===== src/csfod_pkg.sv =====
// Package for the CPU status flags and opcode decode block.
// Holds bit positions, register indices, opcode values and condition encodings.
package csfod_pkg;

   // Status register bit positions
   localparam int unsigned FLAG_C   = 7;
   localparam int unsigned FLAG_Z   = 6;
   localparam int unsigned FLAG_S   = 5;
   localparam int unsigned FLAG_V   = 4;
   localparam int unsigned FLAG_D   = 3;
   localparam int unsigned FLAG_H   = 2;
   localparam int unsigned FLAG_U2  = 1;
   localparam int unsigned FLAG_U1  = 0;

   // Condition bits cleared by reset; user bits are not touched
   localparam logic [5:0] COND_RESET = 6'h00;

   // Register indices on the plain register port
   localparam logic [3:0] REG_FLAGS   = 4'h0;
   localparam logic [3:0] REG_DECODE  = 4'h1;
   localparam logic [3:0] REG_LAST_OP = 4'h2;

   // First-map opcode values
   localparam logic [7:0] OP_BREAKPOINT = 8'h00;
   localparam logic [7:0] OP_NO_OP      = 8'h0F;
   localparam logic [7:0] OP_ESCAPE     = 8'h1F;
   localparam logic [7:0] OP_ATOMIC     = 8'h2F;
   localparam logic [7:0] OP_WATCHDOG   = 8'h5F;
   localparam logic [7:0] OP_STOP       = 8'h6F;
   localparam logic [7:0] OP_HALT       = 8'h7F;

   // Columns whose upper nibble carries a register or condition field
   localparam logic [3:0] COL_DEC_JUMP  = 4'hA;
   localparam logic [3:0] COL_REL_JUMP  = 4'hB;
   localparam logic [3:0] COL_ABS_JUMP  = 4'hD;

   // Condition codes: bit 3 inverts the base test selected by bits 2:0
   localparam logic [2:0] CC_NEVER = 3'h0;
   localparam logic [2:0] CC_LT    = 3'h1;
   localparam logic [2:0] CC_LE    = 3'h2;
   localparam logic [2:0] CC_ULE   = 3'h3;
   localparam logic [2:0] CC_OV    = 3'h4;
   localparam logic [2:0] CC_MI    = 3'h5;
   localparam logic [2:0] CC_EQ    = 3'h6;
   localparam logic [2:0] CC_CY    = 3'h7;

   // Save cause codes
   localparam logic [1:0] CAUSE_NONE    = 2'h0;
   localparam logic [1:0] CAUSE_IRQ     = 2'h1;
   localparam logic [1:0] CAUSE_TRAP    = 2'h2;
   localparam logic [1:0] CAUSE_ILLEGAL = 2'h3;

   typedef enum logic [3:0] {
      CSFOD_DEC_NONE,
      CSFOD_DEC_OTHER,
      CSFOD_DEC_BREAKPOINT,
      CSFOD_DEC_NO_OP,
      CSFOD_DEC_ATOMIC,
      CSFOD_DEC_WATCHDOG,
      CSFOD_DEC_STOP,
      CSFOD_DEC_HALT,
      CSFOD_DEC_ESCAPE,
      CSFOD_DEC_MAP2
   } csfod_dec_t;

   typedef enum logic {
      CSFOD_MAP_FIRST,
      CSFOD_MAP_SECOND
   } csfod_map_t;

endpackage


===== src/csfod_cond_if.sv =====
// Interface between the main block and its condition evaluator.
// Assumes both ends run on the same clock.
`timescale 1ns/1ps
`default_nettype none
interface csfod_cond_if;
   logic [3:0] code;
   logic [7:0] flags;
   logic       result;

   modport evaluator (input code, input flags, output result);
   modport requester (output code, output flags, input result);
endinterface
`default_nettype wire


===== src/csfod_cond_eval.sv =====
// Condition evaluator: tests carry, overflow, zero and sign for jumps.
// Assumes flags arrive in status-register layout; result is registered.
`timescale 1ns/1ps
`default_nettype none
module csfod_cond_eval
   import csfod_pkg::*;
(
   input  wire logic          ref_clk,
   input  wire logic          rst,
   csfod_cond_if.evaluator    cond
);

   logic fc;
   logic fz;
   logic fs;
   logic fv;
   logic base_hit;
   logic result_nxt;
   logic result_r;

   // Only C, Z, S and V are tapped; H, D and user bits never reach a test
   assign fc = cond.flags[FLAG_C];
   assign fz = cond.flags[FLAG_Z];
   assign fs = cond.flags[FLAG_S];
   assign fv = cond.flags[FLAG_V];

   always_comb begin
      case (cond.code[2:0])
         CC_NEVER: base_hit = 1'b0;
         CC_LT:    base_hit = fs ^ fv;
         CC_LE:    base_hit = fz | (fs ^ fv);
         CC_ULE:   base_hit = fc | fz;
         CC_OV:    base_hit = fv;
         CC_MI:    base_hit = fs;
         CC_EQ:    base_hit = fz;
         CC_CY:    base_hit = fc;
         default:  base_hit = 1'b0;
      endcase
   end

   assign result_nxt = base_hit ^ cond.code[3];

   always_ff @(posedge ref_clk) begin
      if (rst) begin
         result_r <= 1'b0;
      end else begin
         result_r <= result_nxt;
      end
   end

   assign cond.result = result_r;

endmodule
`default_nettype wire


===== src/csfod_core.sv =====
// Status flags register and first-level opcode decoder of an 8-bit CPU.
// Assumes all inputs are synchronous to ref_clk and strobes are one cycle.
//
// Notes on behaviour
// - Flags follow the latest arithmetic, logic, bit or shift result.
// - Six condition bits plus two general-purpose user bits.
// - Jump conditions can test carry, overflow, zero and sign.
// - Half-carry and decimal bits serve BCD only; never a jump condition.
// - User bits change only by explicit instruction, never by arithmetic.
// - No condition encoding tests either user bit.
// - User bits power up undefined and reset leaves them alone.
// - Interrupt, software trap and illegal trap push the flags.
// - Interrupt return reloads flags from the stacked value.
// - Displacement operand is an 8-bit two's-complement signed value.
// - First byte 1F escapes; next byte uses the second map.
`timescale 1ns/1ps
`default_nettype none
module csfod_core
   import csfod_pkg::*;
#(
   parameter int unsigned DISP_W = 16
)(
   input  wire logic              ref_clk,
   input  wire logic              rst,
   // Register port
   input  wire logic [3:0]        reg_addr,
   input  wire logic [7:0]        reg_wdata,
   input  wire logic              reg_wr,
   input  wire logic              reg_rd,
   output logic [7:0]             reg_rdata,
   // Flag results from the execution unit
   input  wire logic              alu_flag_we,
   input  wire logic [5:0]        alu_flag_mask,
   input  wire logic [5:0]        alu_flag_val,
   // Explicit user bit instruction
   input  wire logic              user_bit_we,
   input  wire logic              user_bit_sel,
   input  wire logic              user_bit_val,
   // Save and restore around exceptions
   input  wire logic              save_irq,
   input  wire logic              save_trap,
   input  wire logic              save_illegal,
   output logic                   stack_push_valid,
   output logic [7:0]             stack_push_data,
   output logic [1:0]             stack_push_cause,
   input  wire logic              interrupt_return_instruction,
   input  wire logic [7:0]        stack_pop_data,
   // Condition query
   input  wire logic [3:0]        cond_code,
   output logic                   cond_true,
   // Opcode stream
   input  wire logic              op_valid,
   input  wire logic [7:0]        op_byte,
   input  wire logic              disp_valid,
   input  wire logic [7:0]        disp_byte,
   // Decode results
   output logic [7:0]             flags,
   output logic                   dec_valid,
   output logic [3:0]             dec_row,
   output logic [3:0]             dec_col,
   output logic [3:0]             dec_class,
   output logic                   dec_second_map,
   output logic                   dec_uses_cc,
   output logic                   disp_out_valid,
   output logic [DISP_W-1:0]      disp_out
);

   // Condition bits live in their own register; each user bit has a register of its own
   logic [5:0]        cond_bits_r;
   logic [5:0]        cond_bits_nxt;
   logic              user_one_r;
   logic              user_one_nxt;
   logic              user_two_r;
   logic              user_two_nxt;
   logic [7:0]        flags_now;
   // Explicit user-bit write decodes
   logic              user_one_set;
   logic              user_two_set;

   logic [7:0]        reg_rdata_r;
   logic [7:0]        reg_rdata_nxt;

   logic              push_valid_r;
   logic [7:0]        push_data_r;
   logic [1:0]        push_cause_r;
   logic              save_any;
   logic [1:0]        save_cause;

   csfod_map_t        map_r;
   csfod_map_t        map_nxt;
   csfod_dec_t        class_r;
   csfod_dec_t        class_nxt;
   logic              dec_valid_r;
   logic [3:0]        dec_row_r;
   logic [3:0]        dec_col_r;
   logic              dec_second_r;
   logic              dec_uses_cc_r;
   logic              dec_uses_cc_nxt;
   logic [7:0]        last_op_r;

   logic              disp_valid_r;
   logic [DISP_W-1:0] disp_r;
   logic [DISP_W-1:0] disp_nxt;

   logic              sw_flags_wr;
   logic              is_cc_jump;
   logic [3:0]        cc_select;

   csfod_cond_if      cond_bus ();

   // Assemble the architectural flags byte
   always_comb begin
      flags_now          = 8'h00;
      flags_now[FLAG_C]  = cond_bits_r[5];
      flags_now[FLAG_Z]  = cond_bits_r[4];
      flags_now[FLAG_S]  = cond_bits_r[3];
      flags_now[FLAG_V]  = cond_bits_r[2];
      flags_now[FLAG_D]  = cond_bits_r[1];
      flags_now[FLAG_H]  = cond_bits_r[0];
      flags_now[FLAG_U2] = user_two_r;
      flags_now[FLAG_U1] = user_one_r;
   end

   assign sw_flags_wr = reg_wr && (reg_addr == REG_FLAGS);

   // Condition bits: restore beats software write beats execution result.
   // Execution updates only the bits its mask names; the rest hold.
   always_comb begin
      cond_bits_nxt = (cond_bits_r & ~alu_flag_mask) | (alu_flag_val & alu_flag_mask);
      if (!alu_flag_we) begin
         cond_bits_nxt = cond_bits_r;
      end
      if (sw_flags_wr) begin
         cond_bits_nxt = {reg_wdata[FLAG_C], reg_wdata[FLAG_Z], reg_wdata[FLAG_S],
                          reg_wdata[FLAG_V], reg_wdata[FLAG_D], reg_wdata[FLAG_H]};
      end
      if (interrupt_return_instruction) begin
         cond_bits_nxt = {stack_pop_data[FLAG_C], stack_pop_data[FLAG_Z],
                          stack_pop_data[FLAG_S], stack_pop_data[FLAG_V],
                          stack_pop_data[FLAG_D], stack_pop_data[FLAG_H]};
      end
   end

   always_ff @(posedge ref_clk) begin
      if (rst) begin
         cond_bits_r <= COND_RESET;
      end else begin
         cond_bits_r <= cond_bits_nxt;
      end
   end

   // User bits ignore the execution result entirely
   assign user_one_set = user_bit_we && !user_bit_sel;
   assign user_two_set = user_bit_we && user_bit_sel;

   always_comb begin
      user_one_nxt = user_one_r;
      user_two_nxt = user_two_r;
      if (user_one_set) begin
         user_one_nxt = user_bit_val;
      end
      if (user_two_set) begin
         user_two_nxt = user_bit_val;
      end
      if (sw_flags_wr) begin
         user_one_nxt = reg_wdata[FLAG_U1];
         user_two_nxt = reg_wdata[FLAG_U2];
      end
      if (interrupt_return_instruction) begin
         user_one_nxt = stack_pop_data[FLAG_U1];
         user_two_nxt = stack_pop_data[FLAG_U2];
      end
      // Nothing executes while reset is held, so every request is dropped;
      // a stray strobe during reset would otherwise alter the bits
      if (rst) begin
         user_one_nxt = user_one_r;
         user_two_nxt = user_two_r;
      end
   end

   // No reset branch: these bits keep their value through reset and
   // start undefined at power-up, so software must set them before use.
   always_ff @(posedge ref_clk) begin
      user_one_r <= user_one_nxt;
      user_two_r <= user_two_nxt;
   end

   // Save on exception entry; interrupt has priority in the cause code
   // Data hold after the pulse; the cause falls back to none with valid
   assign save_any   = save_irq || save_trap || save_illegal;
   assign save_cause = save_irq  ? CAUSE_IRQ :
                       save_trap ? CAUSE_TRAP :
                       save_illegal ? CAUSE_ILLEGAL : CAUSE_NONE;

   always_ff @(posedge ref_clk) begin
      if (rst) begin
         push_valid_r <= 1'b0;
         push_data_r  <= 8'h00;
         push_cause_r <= CAUSE_NONE;
      end else begin
         push_valid_r <= save_any;
         push_cause_r <= save_cause;
         if (save_any) begin
            push_data_r <= flags_now;
         end
      end
   end

   // Condition query: a first-map relative or absolute jump opcode on the stream supplies its own field
   // The jump field wins, so a jump needs no separate cond_code set-up
   assign is_cc_jump = op_valid && (map_r == CSFOD_MAP_FIRST) &&
                       ((op_byte[3:0] == COL_REL_JUMP) || (op_byte[3:0] == COL_ABS_JUMP));
   assign cc_select  = is_cc_jump ? op_byte[7:4] : cond_code;

   assign cond_bus.code  = cc_select;
   assign cond_bus.flags = flags_now;

   csfod_cond_eval u_cond_eval (
      .ref_clk (ref_clk),
      .rst     (rst),
      .cond    (cond_bus.evaluator)
   );

   // Opcode decode by row and column
   always_comb begin
      map_nxt         = map_r;
      class_nxt       = class_r;
      dec_uses_cc_nxt = 1'b0;
      if (op_valid) begin
         case (map_r)
            CSFOD_MAP_FIRST: begin
               dec_uses_cc_nxt = is_cc_jump;
               case (op_byte)
                  OP_BREAKPOINT: class_nxt = CSFOD_DEC_BREAKPOINT;
                  OP_NO_OP:      class_nxt = CSFOD_DEC_NO_OP;
                  OP_ATOMIC:     class_nxt = CSFOD_DEC_ATOMIC;
                  OP_WATCHDOG:   class_nxt = CSFOD_DEC_WATCHDOG;
                  OP_STOP:       class_nxt = CSFOD_DEC_STOP;
                  OP_HALT:       class_nxt = CSFOD_DEC_HALT;
                  OP_ESCAPE: begin
                     class_nxt = CSFOD_DEC_ESCAPE;
                     map_nxt   = CSFOD_MAP_SECOND;
                  end
                  default:       class_nxt = CSFOD_DEC_OTHER;
               endcase
            end
            CSFOD_MAP_SECOND: begin
               class_nxt = CSFOD_DEC_MAP2;
               map_nxt   = CSFOD_MAP_FIRST;
            end
            default: begin
               class_nxt = CSFOD_DEC_NONE;
               map_nxt   = CSFOD_MAP_FIRST;
            end
         endcase
      end
   end

   always_ff @(posedge ref_clk) begin
      if (rst) begin
         map_r <= CSFOD_MAP_FIRST;
      end else begin
         map_r <= map_nxt;
      end
   end

   // Decode outputs hold until the next byte; valid is a one-cycle pulse
   always_ff @(posedge ref_clk) begin
      if (rst) begin
         class_r       <= CSFOD_DEC_NONE;
         dec_valid_r   <= 1'b0;
         dec_row_r     <= 4'h0;
         dec_col_r     <= 4'h0;
         dec_second_r  <= 1'b0;
         dec_uses_cc_r <= 1'b0;
         last_op_r     <= 8'h00;
      end else begin
         class_r     <= class_nxt;
         dec_valid_r <= op_valid;
         if (op_valid) begin
            dec_row_r     <= op_byte[7:4];
            dec_col_r     <= op_byte[3:0];
            dec_second_r  <= (map_r == CSFOD_MAP_SECOND);
            dec_uses_cc_r <= dec_uses_cc_nxt;
            last_op_r     <= op_byte;
         end
      end
   end

   // Sign-extend the displacement so the branch adder can add it directly
   assign disp_nxt = {{(DISP_W-8){disp_byte[7]}}, disp_byte};

   always_ff @(posedge ref_clk) begin
      if (rst) begin
         disp_valid_r <= 1'b0;
         disp_r       <= '0;
      end else begin
         disp_valid_r <= disp_valid;
         if (disp_valid) begin
            disp_r <= disp_nxt;
         end
      end
   end

   // Register read port; data stand only in the cycle after the strobe
   always_comb begin
      reg_rdata_nxt = 8'h00;
      if (reg_rd) begin
         case (reg_addr)
            REG_FLAGS:   reg_rdata_nxt = flags_now;
            REG_DECODE:  reg_rdata_nxt = {(map_r == CSFOD_MAP_SECOND), 3'h0, class_r};
            REG_LAST_OP: reg_rdata_nxt = last_op_r;
            default:     reg_rdata_nxt = 8'h00;
         endcase
      end
   end

   always_ff @(posedge ref_clk) begin
      if (rst) begin
         reg_rdata_r <= 8'h00;
      end else begin
         reg_rdata_r <= reg_rdata_nxt;
      end
   end

   assign reg_rdata        = reg_rdata_r;
   assign stack_push_valid = push_valid_r;
   assign stack_push_data  = push_data_r;
   assign stack_push_cause = push_cause_r;
   assign cond_true        = cond_bus.result;
   assign flags            = {cond_bits_r[5:2], cond_bits_r[1:0], user_two_r, user_one_r};
   assign dec_valid        = dec_valid_r;
   assign dec_row          = dec_row_r;
   assign dec_col          = dec_col_r;
   assign dec_class        = class_r;
   assign dec_second_map   = dec_second_r;
   assign dec_uses_cc      = dec_uses_cc_r;
   assign disp_out_valid   = disp_valid_r;
   assign disp_out         = disp_r;

endmodule
`default_nettype wire


===== config.mk =====
export PLATFORM = sky130hd
export DESIGN_NAME = csfod_core
export DESIGN_NICKNAME = d
export VERILOG_FILES = /design/src/csfod_pkg.sv /design/src/csfod_cond_if.sv /design/src/csfod_cond_eval.sv /design/src/csfod_core.sv
export SDC_FILE = /design/constraint.sdc
export NUM_CORES = 1
export LEC_CHECK = 0
export BUFFER_PORTS_ARGS = -buffer_cell sky130_fd_sc_hd__buf_2
export CAP_MARGIN = 30
export CORE_MARGIN = 4
export CORE_UTILIZATION = 41
export CTS_CLUSTER_SIZE = 16
export DETAILED_ROUTE_END_ITERATION = 10
export GPL_TIMING_DRIVEN = 0
export PLACE_DENSITY = 0.76
export SETUP_SLACK_MARGIN = 0.15
export SLEW_MARGIN = 20
export SYNTH_ARGS = -nofsm -noshare
export SYNTH_HDL_FRONTEND = slang
export SYNTH_SLANG_ARGS = --single-unit

===== constraint.sdc =====
create_clock -name ref_clk -period 1.7 [get_ports ref_clk]
set_clock_uncertainty 0.15 [all_clocks]
set_input_delay 0.17 -clock ref_clk [delete_from_list [all_inputs] [get_ports ref_clk]]
set_output_delay 0.17 -clock ref_clk [all_outputs]
set_load 0.01 [all_outputs]

==> results.cfg, run 1 <==
[outcome]
status = complete, but fails checks
violations = setup timing

[floorplan]
rows = 27
initial_core_util_pct = 43.5
core-area_um2 = 5640
io_pins = 126
die_h_um = 85.4
die_area_um2 = 7290
fp.dieW_um = 85.4

[drt]
detail-route-antenna-nets = 0
avgRoutedWirePerCell_um = 14.8
vias_per_cell = 5.01
routed_wl_mm = 7.51
drt-pass1-iter-count = 4
drt_iter0_markers = 81
route.vias.total = 2537
drcViolationCount = 0

[sta]
report.final.hold_viol_count = 0
tightest_slew_ps = 953
slew_headroom_pct = 36.0
holdWs_ps = 19.9
post-route-min-period_ps = 1870
setup_ws_ps = -174
post-route-period-util_pct = 110
rsz0062_at_grt = true
setup_violations = 1
drv_slew = 0
fmax_mhz = 534

[logic_synthesis]
synth-main-ff-cell = dfxtp_1
synth_cell_types = 40
syn_nets = 352
synth_warnings = 0
synth_most_common_cell = nor2_1
synthTopCellsByArea = dfxtp_1 42%, mux2i_1 14%, nor2_1 8.1%, a21oi_1 6.1%, nand2_1 4.3%
synth_seq_cells = 53
synthCells = 286
yosysTopAreaCell = dfxtp_1
async_flop_share_pct = 0
synth-edff-count = 2
synth_area_um2 = 2450
synth_top_cell_area_share_pct = 41.6
yosys-top-cells-count = 53 x nor2_1, 51 x dfxtp_1, 34 x mux2i_1, 30 x a21oi_1, 28 x nand2_1
syn_avg_cell_area_um2 = 8.58
yosysSeqAreaShare_pct = 44.0

[placement]
dp_hpwl_mm = 5.66
globalplace.congestion = 0.841
port_buffers = 119
dp_cells = 477

[clocking]
path_clk_slew_ps = 100
max-clock-path-buffers = 2
cts.sink_count = 53
cts_root_buf = clkbuf_8
insertion_delay_ps = 300
tritoncts = built
htree_levels = 2
numCtsBuffers = 5

[hold_path]
holdPathStages = 3
hold_class = in -> reg

[global_route]
grt_max_degree = 18
grt_pass1_vias = 2467
antenna_found_initial = 0
grt_pass1_wl_mm = 11.9
overflow = 0
grt_usage_pct = 20.2

[final_layout]
drive_above_1_share_pct = 35.5
n_antenna_cell = 0
finalNetCount = 499
area_delta_synth_final_pct = 41.9
stdcell_count = 506

[pwr]
switching_share_pct = 26.9
intPower_mw = 2.01
p_leak_nw = 1.74
power_frac_seq_pct = 49.7
p_per_area_nw_per_um2 = 789
power_switching_mw = 0.740
clkPwrFrac_pct = 31.8
peakVddDrop_mv = 0.449
combPwrFrac_pct = 18.5

[job]
cap_violations = 0

[setup_path]
worstPathMaxFanout = 5
path_cells = nand4b_4 > or3b_4 > a21bo_1 > a22oi_2 > a41oi_2 > mux2_4
path_buf_inv = 0
critPathMaxStageDelay_ps = 410
cp_slowest_cell = or3b_4
required_ps = 1750
crit_family = simple AND/OR/NAND/NOR gates
crit_type = reg -> reg
start_kind = register
critPathCaptureType = register
ff2ff_path_depth = 6
arrival_ps = 1920
cp.depth = 6
[power groups by stage]
| stage | logic [mW] | registers (mW) | clock network (mW) |
|---|---|---|---|
| 3_5_place_dp | 0.469 | 1.40 | 0 |
| 3_3_place_gp | 0.458 | 1.39 | 0 |
| 5_1_grt | 0.561 | 1.38 | 0.940 |
| 2_1_floorplan | 0.241 | 1.41 | 0 |
| 4_1_cts | 0.507 | 1.37 | 0.892 |
| 6_report | 0.509 | 1.37 | 0.873 |
[cells by family (layout without fill, tap and decap cells)]
group / Yosys count / count (layout) / synth area share [%]
buf+inv: 32 / 180 / 6.52
compound gates: 54 / 54 / 13.4
flops: 53 / 53 / 44.0
mux: 36 / 36 / 14.9
xor+xnor: 2 / 2 / 0.714
simple gates: 109 / 109 / 20.4
[metal layers]
layer / track usage, % / part of all wire, %
met4: 6.76 / 2.2
met3: 4.08 / 7.5
met2: 34.0 / 47
met1: 25.6 / 43
met5: 0 / 0
[metrics by stage]
step	worst slack, ps	area, um^2	TNS (ps)	power (mW)	util, %
finish	-174	3480	-174	2.75	61.7
global route	-223	3480	-223	2.88	61.7
CTS	-208	3470	-208	2.77	61.6
detailed placement	-386	3150	-753	1.86	55.8
global placement	-355	3150	-773	1.85	55.8
floorplan	-127	2460	-127	1.65	-
[cells in the final DEF (no fill, tap or decap), types with 4 or more instances in the layout]
| master | n |
|---|---|
| a211oi_1 | 7 |
| a21oi_1 | 30 |
| buf_1 | 4 |
| buf_2 | 121 |
| buf_4 | 11 |
| clkbuf_1 | 9 |
| clkbuf_8 | 5 |
| dfxtp_1 | 48 |
| dlygate4sd3_1 | 20 |
| inv_1 | 6 |
| mux2i_1 | 34 |
| nand2_1 | 28 |
| nor2_1 | 52 |
| nor2b_1 | 4 |
| nor3_1 | 5 |
| o21ai_0 | 6 |
[final cells by class]
cell class | count | area (um^2)
plain buffers | 26 | 140
clock buffers | 6 | 72.6
clock inverters | 2 | 38.8
fillers | 487 | 2160
inverters | 6 | 22.5
multi-input cells | 201 | 1230
flip-flops and latches | 53 | 1080
well taps | 72 | 90.1
repair buffers | 140 | 803
[worst paths after layout]
check / to / from / slack, ps
min: dec_row[2] / op_byte[6] / 20
min reg2reg: stack_push_data[4] / stack_push_data[4] / 310
max: u_cond_eval.cond.result / map_r / -170
max reg2reg: u_cond_eval.cond.result / map_r / -170
[worst reg2reg max path, cell delays in order, from the launching register on]
cell and delay (ps):
dfxtp_2 330, nand4b_4 190, or3b_4 410, a21bo_1 180, a22oi_2 140, a41oi_2 60, mux2_4 310
[repair_timing]
| action | CTS | global route |
|---|---|---|
| gates resized for setup | 4 | 1 |
| endpoints found under the hold margin | 19 | 0 |
| endpoints found under the setup margin | 1 | 4 |
| pin swaps | 2 | 1 |
| hold buffers | 20 | 0 |
| buffers inserted | 1 | 0 |
Note: power is estimated with default switching activity, not from simulation.
==> run 2: changes to the inputs <==
- CORE_UTILIZATION: 41 -> 30
- PLACE_DENSITY: 0.76 -> not set
- clock period: 1.7 -> 1.5 ns (I/O delays scaled with it)
==> results.cfg, run 2 (same netlist as run 1, synthesis figures left out) <==
[global_route]
grt_pass1_wl_mm = 12.2
grt_pass1_vias = 2441
antenna_found_initial = 0
overflow = 0
grt_usage_pct = 15.5
grt_max_degree = 18

[pwr]
peakVddDrop_mv = 0.383
combPwrFrac_pct = 21.3
switching_share_pct = 28.5
intPower_mw = 2.15
clkPwrFrac_pct = 27.2
power_frac_seq_pct = 51.5
p_per_area_nw_per_um2 = 806
p_leak_nw = 1.82
power_switching_mw = 0.854

[setup_path]
start_kind = register
crit_type = reg -> reg
r2r_start = map_r
critPathCaptureType = register
worstPathMaxFanout = 5
arrival_ps = 1930
required_ps = 1550
crit_start = map_r

[clocking]
insertion_delay_ps = 310
htree_levels = 2
tritoncts = built
numCtsBuffers = 5
path_clk_slew_ps = 100
cts_root_buf = clkbuf_8
max-clock-path-buffers = 2
cts.sink_count = 53

[placement]
port_buffers = 119
globalplace.congestion = 0.798
dp_cells = 507
dp_hpwl_mm = 5.80

[final_layout]
final_cell_mix = 120 x buf_2, 50 x nor2_1, 45 x dfxtp_1, 34 x mux2i_1, 28 x a21oi_1
n_antenna_cell = 0
fillCellCount = 812
final_common_cell = buf_2
area_delta_synth_final_pct = 51.6
finalNetCount = 510
stdcell_count = 547
drive_above_1_share_pct = 39.6

[floorplan]
rows = 32
initial_core_util_pct = 31.3
core-area_um2 = 7850
fp.dieW_um = 98.5
die_h_um = 98.5
io_pins = 126
die_area_um2 = 9690

[drt]
drcViolationCount = 0
route.vias.total = 2570
routed_wl_mm = 7.75
drt_iter0_markers = 56
drt-pass1-iter-count = 4
vias_per_cell = 4.70
avgRoutedWirePerCell_um = 14.2
detail-route-antenna-nets = 0

[hold_path]
hold_class = in -> reg
hp-start = save_trap

[sta]
post-route-period-util_pct = 125
drv_slew = 0
post-route-min-period_ps = 1880
slew_headroom_pct = 55.0
rsz0062_at_grt = true
report.final.hold_viol_count = 0
setup_violations = 1
setup_ws_ps = -379
tightest_slew_ps = 675
holdWs_ps = 0.746
fmax_mhz = 532

[job]
cap_violations = 0

[outcome]
violations = setup timing
status = complete, but fails checks
[run 2: final cells by class]
cell class	instances	area, um^2	area share (%)
multi-input combinational	201	1290	34.8
sequential	53	1090	29.3
timing repair buffer	151	917	24.6
buffer	26	181	4.88
tap	102	128	3.43
clock buffer	5	68.8	1.85
inverter	6	22.5	0.605
clock inverter	3	21.3	0.572
[run 2: worst max-delay path: stages (launching register included)]
cell      delay, ps
dfxtp_2         330
nand4b_4        190
or3b_4          410
a21oi_2         130
o21ai_1          80
a41oi_2         170
mux2_4          310
[run 2: power groups by stage]
stage	registers (mW)	logic (mW)	clock network, mW
after global routing	1.56	0.697	0.917
final	1.55	0.639	0.817
after floorplan	1.59	0.287	0
after CTS	1.55	0.608	0.853
after global placement	1.58	0.544	0
after detailed placement	1.58	0.552	0
[run 2: timing repair]
action	CTS	global route
cloned	0	1
hold buffers	22	2
setup endpoints to repair	13	9
setup buffers	3	3
resized for setup	6	18
pin swaps	0	6
hold endpoints to repair	21	4
[run 2: worst paths after layout]
kind | endpoint | slack [ps] | cells after the start
max | u_cond_eval.cond.result | -380 | 6
min | stack_push_data[0] | 0.7 | 4
max reg2reg | u_cond_eval.cond.result | -380 | 6
min reg2reg | stack_push_data[2] | 310 | 2
[run 2: through the flow]
stage          TNS [ps]  area [um^2]  total power [mW]  utilization [%]  setup slack (ps)
3_3_place_gp      -1770         3250              2.12             41.4              -569
4_1_cts            -398         3590              3.01             45.7              -398
6_report           -379         3720              3.00             47.4              -379
2_1_floorplan      -327         2520              1.88                -              -327
3_5_place_dp      -2180         3250              2.13             41.4              -607
5_1_grt            -444         3720              3.17             47.4              -444
[run 2: metal layers]
layer	track usage [%]	routed length, um	up-vias
li1	-	-	1293
met1	18.9	3340	1183
met2	27.2	3810	88
met3	4.03	512	6
met4	4.10	80	0
met5	0	0	-
==> run 3: changes to the inputs <==
- CTS_BUF_LIST: not set -> sky130_fd_sc_hd__clkbuf_2 sky130_fd_sc_hd__clkbuf_4 sky130_fd_sc_hd__clkbuf_8
- SYNTH_HIERARCHICAL: not set -> 1
==> results.cfg, run 3 <==
[outcome]
status = complete, but fails checks
violations = setup timing

[hold_path]
hp-start = op_byte[0]
hold_class = in -> reg
holdPathStages = 3
holdPathEnd = dec_col[0]

[logic_synthesis]
synth_warnings = 6
yosysTopAreaCell = dfxtp_1
synth-edff-count = 2
synth_seq_cells = 53
synth_area_um2 = 2480
syn_avg_cell_area_um2 = 8.95
yosysSeqAreaShare_pct = 43.6
synth-main-ff-cell = dfxtp_1
synthTopCellsByArea = dfxtp_1 41%, mux2i_1 11%, nor2_1 5.8%, a21oi_1 5.2%, nand2_1 3.5%
async_flop_share_pct = 0
synth_most_common_cell = dfxtp_1
synth_cell_types = 40
yosys-top-cells-count = 51 x dfxtp_1, 38 x nor2_1, 28 x mux2i_1, 26 x a21oi_1, 23 x nand2_1
synth_top_cell_area_share_pct = 41.2
synthCells = 277
syn_nets = 343

[setup_path]
crit_family = multiplexers
r2r_start = map_r
required_ps = 1550
reg2reg_to = u_cond_eval/cond.result
arrival_ps = 2190
ff2ff_path_depth = 7
cp_slowest_cell = mux2_4
critPathMaxStageDelay_ps = 350
crit_start = map_r
rrSetupSlack_ps = -640
path_buf_inv = 0
path_cells = nand2b_4 > nor3_4 > mux2_4 > nor3b_2 > a21o_1 > a32oi_1 > mux2_1
critPathCaptureType = register
start_kind = register
worstPathMaxFanout = 5
crit_type = reg -> reg

[pwr]
peakVddDrop_mv = 0.400
p_leak_nw = 1.83
p_per_area_nw_per_um2 = 853
totalPowerFinal_mw = 3.18

[final_layout]
n_antenna_cell = 0
utilization_pct = 47.3
final_common_cell = buf_2
drive_above_1_share_pct = 40.4
final_cell_area_um2 = 3730
area_delta_synth_final_pct = 50.3
fillCellCount = 787
finalNetCount = 508
final_cell_mix = 125 x buf_2, 47 x dfxtp_1, 38 x nor2_1, 29 x dlygate4sd3_1, 28 x mux2i_1

[sta]
setup_ws_ps = -639
finalSetupTns_ps = -639
post-route-min-period_ps = 2140
fmax_mhz = 468
setup_violations = 1
drv_slew = 0
report.final.hold_viol_count = 0
slew_headroom_pct = 59.5
tightest_slew_ps = 604
post-route-period-util_pct = 143
rsz0062_at_grt = true
holdWs_ps = 0.181

[floorplan]
rows = 32
die_h_um = 98.9
core-area_um2 = 7890
die_area_um2 = 9790
fp.dieW_um = 98.9
initial_core_util_pct = 31.4
io_pins = 126

[clocking]
htree_levels = 2
cts.sink_count = 53
cts_root_buf = clkbuf_8
tritoncts = built
numCtsBuffers = 5
path_clk_slew_ps = 100
max-clock-path-buffers = 2
insertion_delay_ps = 310

[placement]
post_dp_cell_area_um2 = 3260
dp_hpwl_mm = 5.89
globalplace.congestion = 0.819
port_buffers = 122

[drt]
route.vias.total = 2508
routed_wl_mm = 7.73
avgRoutedWirePerCell_um = 14.2
drt-pass1-iter-count = 4
detail-route-antenna-nets = 0
drcViolationCount = 0
drt_iter0_markers = 68
vias_per_cell = 4.60

[global_route]
overflow = 0
grt_pass1_wl_mm = 12.5
antenna_found_initial = 0
grt_max_degree = 18
grt_pass1_vias = 2580
grt_usage_pct = 15.6

[job]
cap_violations = 0
[run 3: cell count changes after synthesis, sizes merged, moves of 4 or more]
cell	delta
nand3	+5
and3	+5
a211oi	-5
nand2	-5
mux2i	-6
o31ai	+6
nor2	-15
a221oi	+6
nand2b	+6
a21oi	-4
mux2	+4
[run 3: kinds of logic after synthesis]
group | count (synthesis) | share of synthesized area [%]
buf+inv | 33 | 7.72
xor+xnor | 2 | 0.706
compound gates | 52 | 13.3
flops | 53 | 43.6
simple gates | 103 | 20.7
mux | 34 | 14.0
[run 3: worst max-delay path by stage]
stage               cells after the start  slack [ps]                 endpoint
floorplan                               7        -580  u_cond_eval/cond.result
global placement                        7        -750  u_cond_eval/cond.result
detailed placement                      7        -740  u_cond_eval/cond.result
CTS                                     7        -650  u_cond_eval/cond.result
global route                            7        -750  u_cond_eval/cond.result
finish                                  7        -640  u_cond_eval/cond.result
[run 3: routing by layer]
layer	up-vias	track usage [%]	share of wire, %
li1	1280	-	-
met1	1128	19.3	43
met2	92	27.5	49
met3	8	4.10	7.1
met4	0	2.94	0.82
met5	-	0	0
[run 3: where the power goes]
part	total (mW)	internal (mW)	switching, mW	leakage (nW)
sequential	1.55	1.49	0.0560	0.440
clock	0.992	0.502	0.490	0.0587
combinational	0.642	0.332	0.310	1.33
[run 3: tightest hold or removal path: stages]
cell	delay, ps
buf_2	120
mux2i_1	80
nor2_1	70
[run 3: stage by stage]
stage / instances / setup slack [ps]
after floorplan: 277 / -580
after global routing: 545 / -753
final: 545 / -639
after detailed placement: 501 / -741
after global placement: 501 / -745
after CTS: 544 / -651
[run 3: repair_timing]
item	in CTS	in global routing
endpoints found under the setup margin	14	16
buffers inserted	6	1
pin swaps	2	3
hold buffers	29	0
resized for setup	3	4
hold endpoints to repair	24	0
[run 3: final cells by class]
| type | instances | area, um^2 | share of cell area [%] |
|---|---|---|---|
| sequential | 53 | 1090 | 29.2 |
| clock buffer | 5 | 68.8 | 1.85 |
| clock inverter | 3 | 45.0 | 1.21 |
| inverter | 9 | 33.8 | 0.906 |
| tap | 102 | 128 | 3.42 |
| multi-input combinational | 191 | 1240 | 33.3 |
| timing repair buffer | 158 | 953 | 25.6 |
| buffer | 24 | 169 | 4.53 |
